## src/logic/bds_params.svh

```systemverilog
`ifndef BDS_PARAMS_SVH
`define BDS_PARAMS_SVH

// Conversion timing in converter clock cycles.
`define BDS_CONV_CYCLES   16'h9c42
`define BDS_BUSY_CYCLES   16'h7531
`define BDS_DIGIT_CYCLES  8'hc8
`define BDS_STROBE_AT     8'h64
`define BDS_UPDATE_CYCLES 10'h320
`define BDS_LEAD_INDEX    3'h4
`define BDS_LEAD_NUMBER   3'h5
`define BDS_NO_DIGIT      3'h0

// Scan numbering after the end of a measurement.
`define BDS_SCAN_UPDATE   2'h0
`define BDS_SCAN_STROBED  2'h1
`define BDS_SCAN_PLAIN    2'h2

// Serial framing: start, eight data, parity, stop.
`define BDS_BIT_CYCLES    5'h10
`define BDS_HALF_BIT      5'h08
`define BDS_TX_BITS       4'hb
// The receiver samples the start bit, eight data bits and parity.
`define BDS_RX_BITS       4'ha
`define BDS_OVER_VALUE    4'hf

// Register map on the APB side of the capture end.
`define BDS_REG_CTRL      8'h00
`define BDS_REG_STATUS    8'h04
`define BDS_REG_READING   8'h08
`define BDS_REG_RX        8'h0c
`define BDS_REG_TIMED     8'h10

// Control bits.
`define BDS_CTRL_FREE_RUN 0
`define BDS_CTRL_UART_RUN 1
`define BDS_CTRL_MUX      2
`define BDS_CTRL_TX_EN    3
`define BDS_CTRL_RESET    4'h0

// Status bits.
`define BDS_STAT_NEW      0

`endif

```

## src/logic/bds_pkg.sv

```systemverilog
package bds_pkg;

    typedef enum logic [1:0] {
        bds_hold = 2'h0,
        bds_meas = 2'h1,
        bds_scan = 2'h3
    } bds_state_t;

    // Index 4 is the leading digit, index 0 the trailing digit.
    typedef logic [4:0][3:0] bds_digits_t;

endpackage

```

## src/logic/bds_link_if.sv

```systemverilog
`timescale 1ns/1ps
interface bds_link_if;
    logic [4:0] digit_select;
    logic [3:0] bcd;
    logic       strobe;
    logic       busy;
    logic       over_range;
    logic       reading_too_low;
    logic       polarity;
    logic       run_hold;

    modport device (
        output digit_select,
        output bcd,
        output strobe,
        output busy,
        output over_range,
        output reading_too_low,
        output polarity,
        input  run_hold
    );

    modport host (
        input  digit_select,
        input  bcd,
        input  strobe,
        input  busy,
        input  over_range,
        input  reading_too_low,
        input  polarity,
        output run_hold
    );
endinterface

```

## src/logic/bds_capture_end.sv

```systemverilog
`timescale 1ns/1ps
`include "bds_params.svh"
// Summary of operation
// - Strobe sits mid-digit, data stable around it.
// - Digit load is select AND strobe.
// - Over-range forces loaded lower digits to all ones.
// - Over-range flags input above full scale.
// - Sign and half digit latched once per reading.
// - Single rank invalid for 800-cycle update.
// - Update shows new leading, old lower digits.
// - Second rank copies on leading select rise.
// - Encode one-hot selects to three-bit digit number.
// - No active select encodes as zero.
// - Busy fall signals a new reading.
// - Optional timed reads after leading select.
// - Each strobe sends one serial word.
// - Upper nibble names digit, lower carries BCD.
// - Polarity drives the even-parity select.
// - Receiver parity flag means positive reading.
// - Receive data ready drives run/hold.
// - Busy fall clears receive data ready.
// - Leading word carries sign and range bits.
// - Word finishes before the next strobe.
// - Conversion lasts exactly 40,002 clock cycles.
module bds_capture_end
    import bds_pkg::*;
(
    input  wire logic        pclk,
    input  wire logic        presetn,
    bds_link_if.host         link,
    input  wire logic        psel,
    input  wire logic        penable,
    input  wire logic        pwrite,
    input  wire logic [7:0]  paddr,
    input  wire logic [31:0] pwdata,
    output logic      [31:0] prdata,
    output logic             pready,
    output logic             pslverr,
    input  wire logic        receive_serial_in,
    output logic             tx_serial_out,
    output logic             even_parity_select,
    output logic [15:0]      display_digits,
    output logic             half_digit,
    output logic             polarity_latched,
    output logic             blank_low_digits,
    output logic [2:0]       digit_number
);
    logic [3:0]  ctrl;
    logic [4:0]  sel_q;
    logic        busy_q;
    logic        new_reading;
    logic        receive_data_ready;
    bds_digits_t rank1;
    bds_digits_t rank2;
    bds_digits_t timed;
    logic        upd_arm;
    logic [9:0]  upd_cnt;
    logic [7:0]  t_ph;
    logic [2:0]  t_dig;
    logic        t_run;
    logic [10:0] tx_shift;
    logic [3:0]  tx_left;
    logic [4:0]  tx_tick;
    logic        tx_overrun;
    logic [8:0]  rx_shift;
    logic [3:0]  rx_left;
    logic [4:0]  rx_tick;
    logic        rx_active;
    logic [7:0]  rx_word;
    logic        rx_positive;

    // Both ends share pclk, so a one-flop delay is enough for edge detection.
    wire busy_fall = busy_q && !link.busy;
    wire lead_rise = link.digit_select[4] && !sel_q[4];
    wire lead_fall = !link.digit_select[4] && sel_q[4];
    wire [4:0] load = link.digit_select & {5{link.strobe}};
    wire [3:0] value = link.over_range ? `BDS_OVER_VALUE : link.bcd;
    wire [2:0] enc = link.digit_select[4] ? 3'h5 : link.digit_select[3] ? 3'h4 :
                     link.digit_select[2] ? 3'h3 : link.digit_select[1] ? 3'h2 :
                     link.digit_select[0] ? 3'h1 : `BDS_NO_DIGIT;
    wire rank1_valid = !upd_arm && (upd_cnt == 10'h000);
    wire t_end = t_ph == `BDS_DIGIT_CYCLES - 8'h01;

    // Transmit word: digit code in the upper nibble, bits reversed.
    wire [2:0] ord   = `BDS_LEAD_NUMBER - enc;
    wire [3:0] tx_hi = {ord[0], ord[1], ord[2], 1'b0};
    wire       mux   = ctrl[`BDS_CTRL_MUX] && (enc == `BDS_LEAD_NUMBER);
    wire [3:0] tx_lo = mux ? {link.reading_too_low, link.over_range, link.polarity,
                              link.bcd[0]} : link.bcd;
    wire [7:0] tx_data = {tx_hi, tx_lo};
    wire       tx_par  = link.polarity ? ^tx_data : ~^tx_data;
    wire       tx_idle = tx_left == 4'h0;
    wire       tx_go   = ctrl[`BDS_CTRL_TX_EN] && link.strobe;
    wire       tx_tick_end = tx_tick == `BDS_BIT_CYCLES - 5'h01;
    wire       rx_tick_end = rx_tick == `BDS_BIT_CYCLES - 5'h01;
    wire       rx_done = rx_active && rx_tick_end && rx_left == 4'h0;

    // Writes land at the completing edge, when the master samples pready high.
    wire apb_wr = psel && penable && pwrite && pready;
    wire apb_rd = psel && penable && !pwrite && !pready;
    wire hit = (paddr == `BDS_REG_CTRL) || (paddr == `BDS_REG_STATUS) ||
               (paddr == `BDS_REG_READING) || (paddr == `BDS_REG_RX) ||
               (paddr == `BDS_REG_TIMED);
    wire clr_new = apb_wr && (paddr == `BDS_REG_STATUS) && pwdata[`BDS_STAT_NEW];
    wire [31:0] rd_data =
        (paddr == `BDS_REG_CTRL)    ? {28'h000_0000, ctrl} :
        (paddr == `BDS_REG_STATUS)  ? {24'h00_0000, tx_overrun, rx_positive, digit_number,
                                       rank1_valid, receive_data_ready, new_reading} :
        (paddr == `BDS_REG_READING) ? {12'h000, rank2} :
        (paddr == `BDS_REG_RX)      ? {23'h00_0000, rx_positive, rx_word} :
        (paddr == `BDS_REG_TIMED)   ? {12'h000, timed} : 32'h0000_0000;

    always_ff @(posedge pclk or negedge presetn) begin
        if (!presetn) begin
            pready  <= 1'b0;
            pslverr <= 1'b0;
            prdata  <= 32'h0000_0000;
            ctrl    <= `BDS_CTRL_RESET;
        end else begin
            pready  <= psel && penable && !pready;
            pslverr <= psel && penable && !pready && !hit;
            prdata  <= apb_rd ? rd_data : 32'h0000_0000;
            if (apb_wr && paddr == `BDS_REG_CTRL)
                ctrl <= pwdata[3:0];
        end
    end

    always_ff @(posedge pclk or negedge presetn) begin
        if (!presetn) begin
            sel_q       <= 5'h00;
            busy_q      <= 1'b0;
            new_reading <= 1'b0;
            digit_number <= `BDS_NO_DIGIT;
            blank_low_digits <= 1'b0;
        end else begin
            sel_q        <= link.digit_select;
            busy_q       <= link.busy;
            new_reading  <= busy_fall || (new_reading && !clr_new);
            digit_number <= enc;
            blank_low_digits <= link.over_range;
        end
    end

    // Display rank and the once-per-reading sign and half digit.
    always_ff @(posedge pclk or negedge presetn) begin
        if (!presetn) begin
            display_digits   <= 16'h0000;
            half_digit       <= 1'b0;
            polarity_latched <= 1'b0;
        end else begin
            for (int k = 0; k < 4; k++)
                if (load[k])
                    display_digits[k*4 +: 4] <= value;
            if (load[4]) begin
                half_digit       <= link.bcd[0];
                polarity_latched <= link.polarity;
            end
        end
    end

    // First rank follows each select; it is marked invalid while the lower
    // digits still carry the previous reading after the leading digit.
    always_ff @(posedge pclk or negedge presetn) begin
        if (!presetn) begin
            rank1   <= '0;
            rank2   <= '0;
            upd_arm <= 1'b0;
            upd_cnt <= 10'h000;
        end else begin
            for (int k = 0; k < 5; k++)
                if (link.digit_select[k])
                    rank1[k] <= link.bcd;
            if (lead_rise)
                rank2 <= rank1;
            if (busy_fall)
                upd_arm <= 1'b1;
            else if (upd_arm && lead_fall)
                upd_arm <= 1'b0;
            if (upd_arm && lead_fall)
                upd_cnt <= `BDS_UPDATE_CYCLES;
            else if (upd_cnt != 10'h000)
                upd_cnt <= upd_cnt - 10'h001;
        end
    end

    // Timed reads sample each digit mid-slot after the leading select rises.
    always_ff @(posedge pclk or negedge presetn) begin
        if (!presetn) begin
            t_ph  <= 8'h00;
            t_dig <= `BDS_LEAD_INDEX;
            t_run <= 1'b0;
            timed <= '0;
        end else if (lead_rise) begin
            t_ph  <= 8'h01;
            t_dig <= `BDS_LEAD_INDEX;
            t_run <= 1'b1;
        end else if (t_run) begin
            t_ph  <= t_end ? 8'h00 : t_ph + 8'h01;
            t_dig <= t_end ? t_dig - 3'h1 : t_dig;
            t_run <= !(t_end && t_dig == 3'h0);
            if (t_ph == `BDS_STROBE_AT)
                timed[t_dig] <= link.bcd;
        end
    end

    // A strobe that finds the transmitter busy is dropped and flagged sticky.
    always_ff @(posedge pclk or negedge presetn) begin
        if (!presetn) begin
            tx_shift   <= 11'h7ff;
            tx_left    <= 4'h0;
            tx_tick    <= 5'h00;
            tx_overrun <= 1'b0;
            tx_serial_out <= 1'b1;
            even_parity_select <= 1'b0;
        end else begin
            even_parity_select <= link.polarity;
            tx_serial_out <= tx_shift[0];
            tx_overrun <= (tx_go && !tx_idle) || (tx_overrun && !clr_new);
            if (tx_go && tx_idle) begin
                tx_shift <= {1'b1, tx_par, tx_data, 1'b0};
                tx_left  <= `BDS_TX_BITS;
                tx_tick  <= 5'h00;
            end else if (!tx_idle) begin
                tx_tick <= tx_tick_end ? 5'h00 : tx_tick + 5'h01;
                if (tx_tick_end) begin
                    tx_shift <= {1'b1, tx_shift[10:1]};
                    tx_left  <= tx_left - 4'h1;
                end
            end
        end
    end

    // Receiver checks even parity; a raised flag marks a positive reading.
    always_ff @(posedge pclk or negedge presetn) begin
        if (!presetn) begin
            rx_active   <= 1'b0;
            rx_tick     <= 5'h00;
            rx_left     <= 4'h0;
            rx_shift    <= 9'h000;
            rx_word     <= 8'h00;
            rx_positive <= 1'b0;
        end else if (!rx_active) begin
            rx_active <= !receive_serial_in;
            rx_tick   <= `BDS_HALF_BIT;
            rx_left   <= `BDS_RX_BITS;
        end else begin
            rx_tick <= rx_tick_end ? 5'h00 : rx_tick + 5'h01;
            if (rx_tick_end && rx_left != 4'h0) begin
                rx_shift <= {receive_serial_in, rx_shift[8:1]};
                rx_left  <= rx_left - 4'h1;
            end
            if (rx_done) begin
                rx_active   <= 1'b0;
                rx_word     <= rx_shift[7:0];
                rx_positive <= ~^rx_shift;
            end
        end
    end

    always_ff @(posedge pclk or negedge presetn) begin
        if (!presetn) begin
            receive_data_ready <= 1'b0;
            link.run_hold      <= 1'b0;
        end else begin
            receive_data_ready <= rx_done || (receive_data_ready && !busy_fall);
            link.run_hold <= ctrl[`BDS_CTRL_FREE_RUN] ||
                             (ctrl[`BDS_CTRL_UART_RUN] && receive_data_ready);
        end
    end
endmodule

```

## src/flat_wrapper.sv

```systemverilog
// flat-port wrapper written by rule: the top's interface ports become plain ports
module bds_capture_end_flat import bds_pkg::*;
  (pclk, presetn, psel, penable, pwrite, paddr, pwdata, prdata, pready, pslverr, receive_serial_in, tx_serial_out, even_parity_select, display_digits, half_digit, polarity_latched, blank_low_digits, digit_number, link_digit_select, link_bcd, link_strobe, link_busy, link_over_range, link_reading_too_low, link_polarity, link_run_hold);
  bds_link_if link_i ();
  input  wire logic pclk;
  input  wire logic presetn;
  input  wire logic psel;
  input  wire logic penable;
  input  wire logic pwrite;
  input  wire logic [7:0] paddr;
  input  wire logic [31:0] pwdata;
  output logic      [31:0] prdata;
  output logic pready;
  output logic pslverr;
  input  wire logic receive_serial_in;
  output logic tx_serial_out;
  output logic even_parity_select;
  output logic [15:0] display_digits;
  output logic half_digit;
  output logic polarity_latched;
  output logic blank_low_digits;
  output logic [2:0] digit_number;
  input wire logic [$bits(link_i.digit_select)-1:0] link_digit_select;
  input wire logic [$bits(link_i.bcd)-1:0] link_bcd;
  input wire logic [$bits(link_i.strobe)-1:0] link_strobe;
  input wire logic [$bits(link_i.busy)-1:0] link_busy;
  input wire logic [$bits(link_i.over_range)-1:0] link_over_range;
  input wire logic [$bits(link_i.reading_too_low)-1:0] link_reading_too_low;
  input wire logic [$bits(link_i.polarity)-1:0] link_polarity;
  output wire logic [$bits(link_i.run_hold)-1:0] link_run_hold;
  assign link_i.digit_select = link_digit_select;
  assign link_i.bcd = link_bcd;
  assign link_i.strobe = link_strobe;
  assign link_i.busy = link_busy;
  assign link_i.over_range = link_over_range;
  assign link_i.reading_too_low = link_reading_too_low;
  assign link_i.polarity = link_polarity;
  assign link_run_hold = link_i.run_hold;
  bds_capture_end u_core (.pclk(pclk), .presetn(presetn), .link(link_i), .psel(psel), .penable(penable), .pwrite(pwrite), .paddr(paddr), .pwdata(pwdata), .prdata(prdata), .pready(pready), .pslverr(pslverr), .receive_serial_in(receive_serial_in), .tx_serial_out(tx_serial_out), .even_parity_select(even_parity_select), .display_digits(display_digits), .half_digit(half_digit), .polarity_latched(polarity_latched), .blank_low_digits(blank_low_digits), .digit_number(digit_number));
endmodule
```

## config.mk

```make
export PLATFORM = sky130hd
export DESIGN_NAME = bds_capture_end_flat
export DESIGN_NICKNAME = d
export VERILOG_FILES = /design/src/logic/bds_pkg.sv /design/src/logic/bds_link_if.sv /design/src/logic/bds_capture_end.sv /design/src/flat_wrapper.sv
export VERILOG_INCLUDE_DIRS = /design/src /design/src/logic
export SDC_FILE = /design/constraint.sdc
export NUM_CORES = 1
export LEC_CHECK = 0
export BUFFER_PORTS_ARGS = -buffer_cell sky130_fd_sc_hd__buf_4
export CAP_MARGIN = 25
export CELL_PAD_IN_SITES_DETAIL_PLACEMENT = 0
export CELL_PAD_IN_SITES_GLOBAL_PLACEMENT = 1
export CORE_MARGIN = 10
export CORE_UTILIZATION = 40
export DETAILED_ROUTE_END_ITERATION = 16
export GPL_TIMING_DRIVEN = 0
export PLACE_DENSITY_LB_ADDON = 0.1
export REMOVE_ABC_BUFFERS = 1
export SLEW_MARGIN = 20
export SYNTH_ARGS = -nofsm -noshare
export SYNTH_HDL_FRONTEND = slang
export SYNTH_SLANG_ARGS = --single-unit
export TNS_END_PERCENT = 5
```

## constraint.sdc

```tcl
create_clock -name pclk -period 2.55 [get_ports pclk]
set_clock_uncertainty 0.05 [all_clocks]
set_input_delay 0 -clock pclk [delete_from_list [all_inputs] [get_ports pclk]]
set_output_delay 0 -clock pclk [all_outputs]
set_load 0.005 [all_outputs]
```

## Word level (Yosys, flattened, before mapping)

Index checks and enable logic that the tools add are counted.

| operators by class | value |
|---|---|
| multiplexer cells | 44 |
| eq/ne operators | 11 |
| add/sub/neg operators | 8 |
| bitwise operators | 2 |
| magnitude comparators | 2 |
| reductions and logical operators | 68 |

Operators with widths:

| kind | count |
|---|---|
| $mux W32 | 5 |
| $mux W11 | 3 |
| $mux W4 | 8 |
| $logic_and A1 B1 Y1 | 28 |
| $mux W5 | 5 |
| $mux W8 | 3 |
| $mux W3 | 7 |
| $bwmux W20 | 1 |
| $mux W10 | 2 |
| $mux W20 | 1 |
| $eq A8 B4 Y1 const B | 2 |
| $demux W4 S3 | 1 |
| $logic_not A1 Y1 | 12 |
| $add A5 B1 Y5 const B | 2 |
| $eq A5 B4 Y1 const B | 2 |
| $logic_not A10 Y1 | 1 |
| $reduce_bool A10 Y1 | 1 |
| $reduce_bool A2 Y1 | 5 |
| $sub A10 B1 Y10 const B | 1 |
| $reduce_xnor A9 Y1 | 1 |
| $add A8 B1 Y8 const B | 1 |
| $eq A8 B3 Y1 const B | 1 |
| $eq A8 B5 Y1 const B | 1 |
| $eq A8 B7 Y1 const B | 1 |
| other kinds (20) | 40 |

| storage, ports and cells | value |
|---|---|
| word-level logic and storage cells | 184 |
| input bits | 60 |
| register bits after elaboration | 203 |
| output and inout port bits | 59 |

## Longest topological paths before layout

Gate-level depths: netlist of run 1.

| logic depth | value |
|---|---|
| depth in word-level cells | 11 |
| mapped depth | 8 |
| depth with buffers taken out | 7 |

## Least setup slack after synthesis of run 1

No wires, ideal clock.

| path | value |
|---|---|
| path kind | register to register |
| start | reg u_core.tx_left[0] |
| end | reg u_core.tx_left[1] |
| path buffers | 2 |
| setup time | 133 ps |
| arrival time | 1995 ps |
| setup slack | 372 ps |
| period minus slack after synthesis | 2178 ps |
| required time | 2367 ps |
| stages on the path, launching flop included | 8 |
| path through | dfrtp_1 inv_1 ha_1 or3b_2 clkbuf_1 mux2i_1 clkbuf_1 o21ai_0 |

| between the ends | value |
|---|---|
| cells in the longest elaborated chain, start to end | 4 |
| elaborated cells between the ends (all ways) | 9 |
| classes of those cells | add/sub: 1; eq/ne: 1; mux: 3; reduce/logical: 4 |

RTL lines:

| element | RTL line | text |
|---|---|---|
| start: declaration | bds_capture_end.sv:62 | `logic [3:0] tx_left;` |
| start signal: assignment | bds_capture_end.sv:221 | `` tx_left <= `BDS_TX_BITS; `` |
| start signal: assignment | bds_capture_end.sv:227 | `tx_left <= tx_left - 4'h1;` |
| $sub A4 B1 Y4 or $logic_not A4 Y1 (tied branches) | bds_capture_end.sv:227, bds_capture_end.sv:92 |  |
| $mux W4 or $logic_and A1 B1 Y1 (tied branches) | bds_capture_end.sv:225, bds_capture_end.sv:219 |  |
| $mux W4 (tied with other cells) | bds_capture_end.sv:223 | `end else if (!tx_idle) begin` |
| $mux W4 or $reduce_and A2 Y1 (tied branches) | - |  |

Several ways; a longest one is shown, not always the timed one. The select of a mux whose other input is x is not followed.
A chain may end at the register's enable or synchronous reset.

## Final worst setup path of run 1

| path | value |
|---|---|
| start | reg u_core.upd_cnt[3] |
| end | reg u_core.prdata[2] |

| between the ends | value |
|---|---|
| cells in the longest elaborated chain, start to end | 5 |

RTL lines:

| element | RTL line | text |
|---|---|---|
| start: declaration | bds_capture_end.sv:57 | `logic [9:0] upd_cnt;` |
| start signal: assignment | bds_capture_end.sv:180 | `` upd_cnt <= `BDS_UPDATE_CYCLES; `` |
| start signal: assignment | bds_capture_end.sv:182 | `upd_cnt <= upd_cnt - 10'h001;` |
| $logic_not A10 Y1 | bds_capture_end.sv:81 | `wire rank1_valid = !upd_arm && (upd_cnt == 10'h000);` |
| $logic_and A1 B1 Y1 | bds_capture_end.sv:81 |  |
| $mux W32 | bds_capture_end.sv:107 | `` (paddr == `BDS_REG_STATUS) ? {24'h00_0000, tx_overrun, rx_positive, digit_number, `` |
| $mux W32 | bds_capture_end.sv:106 | `` (paddr == `BDS_REG_CTRL) ? {28'h000_0000, ctrl} : `` |
| $mux W32 | bds_capture_end.sv:122 | `prdata <= apb_rd ? rd_data : 32'h0000_0000;` |
| end signal: assignment | bds_capture_end.sv:122 |  |
| end: declaration | bds_capture_end.sv:36 | `output logic [31:0] prdata,` |

No other way between the ends.

==> impl_metrics.ini, run 1 <==
[layout]
leading_cell_types_in_the_layout_fill_and_taps_excluded = sky130_fd_sc_hd__dfrtp_1 (174), sky130_fd_sc_hd__mux2_2 (79), sky130_fd_sc_hd__buf_4 (78)
num-nets-final = 871
mostFrequentLayoutCell = sky130_fd_sc_hd__dfrtp_1
final_cells = 1083
area_delta_synth_final_pct = 22.4
final_layout_size_suffix_gt1_frac = 0.277
antenna_cells = 0

[timing]
final_hold_viol_count = 0
tcrit_tclk_final = 0.947
finalSetupTns_ns = 0
setup_violations = 0
grt_setup_unrepaired = no
timing.final.ws_setup_ns = 0.135
fmaxAchievable_mhz = 414
maxSlewViolCount = 0
layout_min_cycle_time_ns = 2.41
timing.max_slew.rel_slack = 0.529
tightest_slew_ns = 0.703

[grt]
grt.total_usage = 0.146
grt_first_pass_wirelength_mm = 30.8
grt_max_degree = 100
first_global_vias = 5657
grt_overflow_total = 0
antenna_found_initial = 0

[hold_path]
min_from = paddr[3]
holdCritPathClass = in2reg

[die]
io_pins = 119
coreArea_sq_um = 20100
initial_utilization = 0.403
dieArea_sq_um = 26400
die-height_um = 162
row_count = 52
die_x_um = 162

[job]
max_cap_violations = 0

[cts]
post_cts.repair.setup_buffers = 0
cts.sinks = 186
numCtsBuffers = 17
worst_setup_hold_path_clk_slew_ns = 0.06
clock_tree_from_tritoncts = done
ctsHtreeMaxLevel = 4
root_cell_of_the_clock_tree = sky130_fd_sc_hd__clkbuf_16
insertion_delay_ns = 0.42
cts_max_path_buffers = 2

[synth]
synth-seq-cells = 186
synthesis.area_per_instance_sq_um = 11.5
sequential_fraction_of_the_synthesis_area = 0.576
synth_cell_type_count = 56
mappedNetlistArea_sq_um = 8110
post_synth_inst_count = 703
synth_top_flop_cell = sky130_fd_sc_hd__dfrtp_1
yosysWarnings = 0
number_of_flops_mapped_to_enable_cells_by_yosys = 0
ys_async_sr_fraction = 1.00

[power_and_ir_drop]
combinational_cell_fraction_of_total_power = 0.164
total_switching_power_uw = 2030
p_int_uw = 5910
powerDensity_nw_per_um2 = 800
power_frac_seq = 0.460
p_sw_frac = 0.255
share_clk_of_total_power = 0.376
report.power.total_uw = 7940
p_leak_uw = 0.00446
ir_drop_mv = 0.411

[worst_setup_path]
worstPathMaxFanout = 7
cpPeakStageDelay_ns = 0.50
worst_setup_path_start_kind = flip-flop
critPathCaptureType = flip-flop
setup.worst_path.class = reg2reg
cp_data_required_time_ns = 2.76
worstPathCellList = or3_1 -> nor4_4 -> buf_2 -> a31oi_1 -> o31ai_1
crit_path_top_delay_cell = sky130_fd_sc_hd__or3_1
critical_path.startpoint = u_core.upd_cnt[3]$_DFFE_PN0P_
worstReg2RegStart = u_core.upd_cnt[3]$_DFFE_PN0P_
critical_path_arrival_ns = 2.63

[route]
drt_drc = 0
drt-wirelength-per-cell_um = 17.3
vias = 5525
antenna_left = 0
violation_count_after_the_first_detailed_route_iteration = 250
detail_route.first_pass.iterations = 5
routed_wirelength_mm = 18.7
route.detailed.vias_per_inst = 5.10

[placement]
hpwl_mm = 13.0
dpl_worst_slack_ns = 0.0754
dpl.cell_count = 1024
port_buffers = 78
routabilityCongestion = 0.796

[outcome]
status = finished, final reports clean
## metrics by stage
stage | instance area (sq um) | hold WS, ns | util
after CTS | 9920 | 0.00835 | 0.493
after detailed placement | 8970 | 0.0111 | 0.446
final | 9930 | 0.0226 | 0.494
after global placement | 8860 | 0.0689 | 0.441
after global routing | 9930 | 0.0496 | 0.494
after floorplan | 7940 | -0.346 | -
## sequential cells by signal (all words and copies together), names as in the netlist, 3 cells and up
signal / count
u_core.rank2: 20
u_core.rx_left: 4
u_core.digit_number: 3
u_core.t_dig: 3
u_core.tx_left: 4
u_core.tx_tick: 5
u_core.prdata: 20
u_core.rx_tick: 5
u_core.rx_shift: 9
u_core.timed: 20
u_core.upd_cnt: 10
u_core.rx_word: 8
u_core.tx_shift: 10
u_core.display_digits: 16
u_core.t_ph: 8
u_core.rank1: 20
u_core.ctrl: 4
## worst paths after layout
path / endpoint / slack (ns) / cells past startpoint
max: u_core.prdata[2]$_DFF_PN0_ / 0.14 / 5
min: u_core.prdata[0]$_DFF_PN0_ / 0.02 / 3
max reg2reg: u_core.prdata[2]$_DFF_PN0_ / 0.14 / 5
min reg2reg: u_core.tx_serial_out$_DFF_PN1_ / 0.32 / 0
max in group asynchronous: u_core.rx_word[6]$_DFFE_PN0P_ / 1.40 / 3
min in group asynchronous: u_core.prdata[15]$_DFF_PN0_ / 0.14 / 2
## layout make-up
class / instances / area, sq um
clock buffers: 26 / 519
clock inverters: 6 / 159
fillers: 1840 / 10200
multi-input cells: 464 / 3230
flip-flops and latches: 186 / 4670
well taps: 270 / 338
inverters: 20 / 75.1
repair buffers: 111 / 941
## Yosys cell counts (all sizes together), types with 3 or more instances
cell type / instances / share of area
a21oi: 49 / 0.030
a22o: 3 / 0.0032
a22oi: 15 / 0.014
a31oi: 4 / 0.0031
and2: 6 / 0.0046
and3: 3 / 0.0023
buf: 16 / 0.013
clkbuf: 28 / 0.013
dfrtp: 174 / 0.54
dfstp: 12 / 0.039
ha: 11 / 0.017
inv: 20 / 0.0093
mux2: 83 / 0.12
mux2i: 7 / 0.0086
nand2: 46 / 0.021
nand2b: 5 / 0.0039
nand3: 11 / 0.0068
nand4: 7 / 0.0054
nand4b: 3 / 0.0032
nor2: 69 / 0.032
nor2b: 6 / 0.0046
nor3: 20 / 0.015
nor4: 11 / 0.011
o21ai: 24 / 0.015
o31ai: 3 / 0.0028
or2: 3 / 0.0023
or3: 6 / 0.0052
or3b: 3 / 0.0032
xnor2: 21 / 0.023
xor2: 10 / 0.011
## critical path: cells and delay by family, from the launching register on
kind | cells | cell delay (ns)
simple gates | 2 | 0.90
compound gates | 2 | 0.61
flops | 1 | 0.42
buf+inv | 1 | 0.27
## cells by family after synthesis
kind of cell / Yosys count / share of synthesized area
AND/OR/NAND/NOR: 206 / 0.128
XOR/XNOR: 31 / 0.0335
flip-flops: 186 / 0.576
multiplexers: 90 / 0.126
other: 1 / 0.000462
AO/OA/AOI/OAI: 114 / 0.0842
buffers and inverters: 64 / 0.0356
adder cells (fa/ha/maj): 11 / 0.0170
## metal layers
| metal | part of all wire | GRT usage |
|---|---|---|
| met1 | 0.47 | 0.200 |
| met3 | 0.049 | 0.0334 |
| met5 | 0 | 0 |
| met4 | 0.014 | 0.0492 |
| met2 | 0.46 | 0.225 |
## what timing repair did
item,4_1_cts,5_1_grt
endpoints found under the setup margin,0,1
gates resized for setup,0,1
hold endpoints to repair,170,0
hold buffers,27,0
## power groups by stage
| stage | Sequential [uW] | Combinational, uW | Clock, uW |
|---|---|---|---|
| 3_3_place_gp | 3680 | 1220 | 0 |
| 2_1_floorplan | 3620 | 884 | 0 |
| 6_report | 3650 | 1300 | 2990 |
| 4_1_cts | 3650 | 1320 | 3060 |
| 3_5_place_dp | 3700 | 1280 | 0 |
| 5_1_grt | 3710 | 1490 | 3180 |
Power figures use the tool's default switching activity.
==> run 2, diff against run 1 <==
--- a/config.mk
+++ b/config.mk
@@ -11,7 +11,7 @@
 export CELL_PAD_IN_SITES_DETAIL_PLACEMENT = 0
 export CELL_PAD_IN_SITES_GLOBAL_PLACEMENT = 1
 export CORE_MARGIN = 10
-export CORE_UTILIZATION = 40
+export CORE_UTILIZATION = 28
 export DETAILED_ROUTE_END_ITERATION = 16
 export GPL_TIMING_DRIVEN = 0
 export PLACE_DENSITY_LB_ADDON = 0.1
==> run 2 against run 1 <==
Via count fell by 1.3%. Combinational power barely moved. Clock-buffer cell count fell by 8. Worst hold slack got worse by 0.0090 ns. Critical path depth unchanged. Critical endpoint is now u_core.timed[5]$_DFFE_PN0P_.
==> impl_metrics.ini, run 2 (synthesized netlist as in run 1, its figures left out) <==
[outcome]
status = finished, final reports clean

[die]
row_count = 62
dieArea_sq_um = 36200
die_x_um = 190
initial_utilization = 0.283
die-height_um = 190
io_pins = 119
coreArea_sq_um = 28600

[worst_setup_path]
setup.worst_path.class = reg2reg
worstPathMaxFanout = 5
critPathCaptureType = flip-flop
cp_data_required_time_ns = 2.80
critical_path_arrival_ns = 2.57
worst_setup_path_start_kind = flip-flop

[power_and_ir_drop]
share_clk_of_total_power = 0.356
p_leak_uw = 0.00441
powerDensity_nw_per_um2 = 768
report.power.total_uw = 7700
power_frac_seq = 0.474
combinational_cell_fraction_of_total_power = 0.170
p_int_uw = 5560
p_sw_frac = 0.278
ir_drop_mv = 0.326
total_switching_power_uw = 2140

[route]
topRoutingLayerUsed = met4
violation_count_after_the_first_detailed_route_iteration = 245
antenna_left = 0
met2WireLength_mm = 9.76
met3WireLength_um = 897
drt_drc = 0
drt-wirelength-per-cell_um = 17.2
detail_route.first_pass.iterations = 4
vias = 5453
route.detailed.vias_per_inst = 4.55
detail_route.wirelength.met1_mm = 9.73
routed_wirelength_mm = 20.6

[layout]
final_cells = 1198
mostFrequentLayoutCell = sky130_fd_sc_hd__dfrtp_1
num-nets-final = 873
antenna_cells = 0
leading_cell_types_in_the_layout_fill_and_taps_excluded = sky130_fd_sc_hd__dfrtp_1 (174), sky130_fd_sc_hd__mux2_2 (79), sky130_fd_sc_hd__buf_4 (78)
area_delta_synth_final_pct = 23.6
filler_cell_count = 2833
final_layout_size_suffix_gt1_frac = 0.279

[grt]
first_global_vias = 6000
grt.total_usage = 0.118
antenna_found_initial = 0
grt_overflow_total = 0
grt_max_degree = 73
grt_first_pass_wirelength_mm = 33.8

[timing]
timing.final.ws_setup_ns = 0.234
setup_violations = 0
tcrit_tclk_final = 0.908
grt_setup_unrepaired = no
finalSetupTns_ns = 0
layout_min_cycle_time_ns = 2.32
timing.max_slew.rel_slack = 0.437
final_hold_viol_count = 0
maxSlewViolCount = 0
fmaxAchievable_mhz = 432
whs_ns = 0.0136
tightest_slew_ns = 0.841

[cts]
root_cell_of_the_clock_tree = sky130_fd_sc_hd__clkbuf_16
numCtsBuffers = 17
clock_tree_from_tritoncts = done
cts_max_path_buffers = 2
cts.sinks = 186
worst_setup_hold_path_clk_slew_ns = 0.07
insertion_delay_ns = 0.43
ctsHtreeMaxLevel = 4
post_cts.repair.setup_buffers = 0

[placement]
routabilityCongestion = 0.772
port_buffers = 78
dpl.cell_count = 1138
dpl_worst_slack_ns = 0.0435
hpwl_mm = 14.6

[job]
max_cap_violations = 0

[hold_path]
holdCritPathClass = in2reg
[run 2: changes by cell type in the layout (fill, tap and decap cells not counted), sizes merged]
| cell | before | now |
|---|---|---|
| clkbuf | 26 | 18 |
| clkinvlp | 0 | 4 |
| inv | 20 | 23 |
| bufinv | 5 | 3 |
| clkinv | 1 | 3 |
| dlygate4sd3 | 27 | 29 |
[run 2: critical path: stages, from the launching register on]
cell                       delay (ns)
sky130_fd_sc_hd__dfrtp_1         0.41
sky130_fd_sc_hd__or3b_1          0.45
sky130_fd_sc_hd__nor4_2          0.36
sky130_fd_sc_hd__nand2b_1        0.20
sky130_fd_sc_hd__nor3_2          0.35
sky130_fd_sc_hd__mux2_2          0.38
[run 2: metrics by stage]
stage | utilization | instance area [sq um]
5_1_grt | 0.350 | 10000
2_1_floorplan | - | 7940
4_1_cts | 0.350 | 10000
6_report | 0.350 | 10000
3_5_place_dp | 0.319 | 9130
3_3_place_gp | 0.315 | 9000
[run 2: layout make-up]
class                           instances  area, sq um  area share
Timing Repair Buffer                  113          976      0.0973
Tap cell                              384          480      0.0479
Inverter                               20         75.1     0.00749
Multi-Input combinational cell        464         3230       0.322
Clock buffer                           18          429      0.0428
Clock inverter                         13          168      0.0167
Sequential cell                       186         4670       0.466
[run 2: path summary, 6_finish.rpt]
path                                                 from                              to  slack [ns]  depth (start not counted)
min in group asynchronous                         presetn    u_core.rank1[11]$_DFFE_PN0P_        0.04                          2
min reg2reg                u_core.tx_shift[0]$_DFFE_PN1P_  u_core.tx_serial_out$_DFF_PN1_        0.32                          0
min                                              paddr[2]      u_core.prdata[6]$_DFF_PN0_        0.01                          3
max                            u_core.t_ph[3]$_DFFE_PN0P_     u_core.timed[5]$_DFFE_PN0P_        0.23                          5
max reg2reg                    u_core.t_ph[3]$_DFFE_PN0P_     u_core.timed[5]$_DFFE_PN0P_        0.23                          5
max in group asynchronous                         presetn      u_core.prdata[4]$_DFF_PN0_        1.36                          4
[run 2: power groups by stage]
stage               sequential, uW  clock [uW]  combinational (uW)
floorplan                     3620           0                 884
global placement              3690           0                1240
detailed placement            3710           0                1300
CTS                           3660        2840                1340
global route                  3720        2950                1510
finish                        3650        2740                1310
[run 2: metal layers]
layer | global-route usage | vias up
met5 | 0 | -
met1 | 0.154 | 2742
met3 | 0.0308 | 14
met4 | 0.0309 | 0
li1 | - | 2615
met2 | 0.190 | 82
[run 2: timing repair]
| action | CTS | global route |
|---|---|---|
| endpoints found under the setup margin | 0 | 1 |
| resized for setup | 0 | 1 |
| hold buffers | 29 | 0 |
| endpoints found under the hold margin | 216 | 0 |
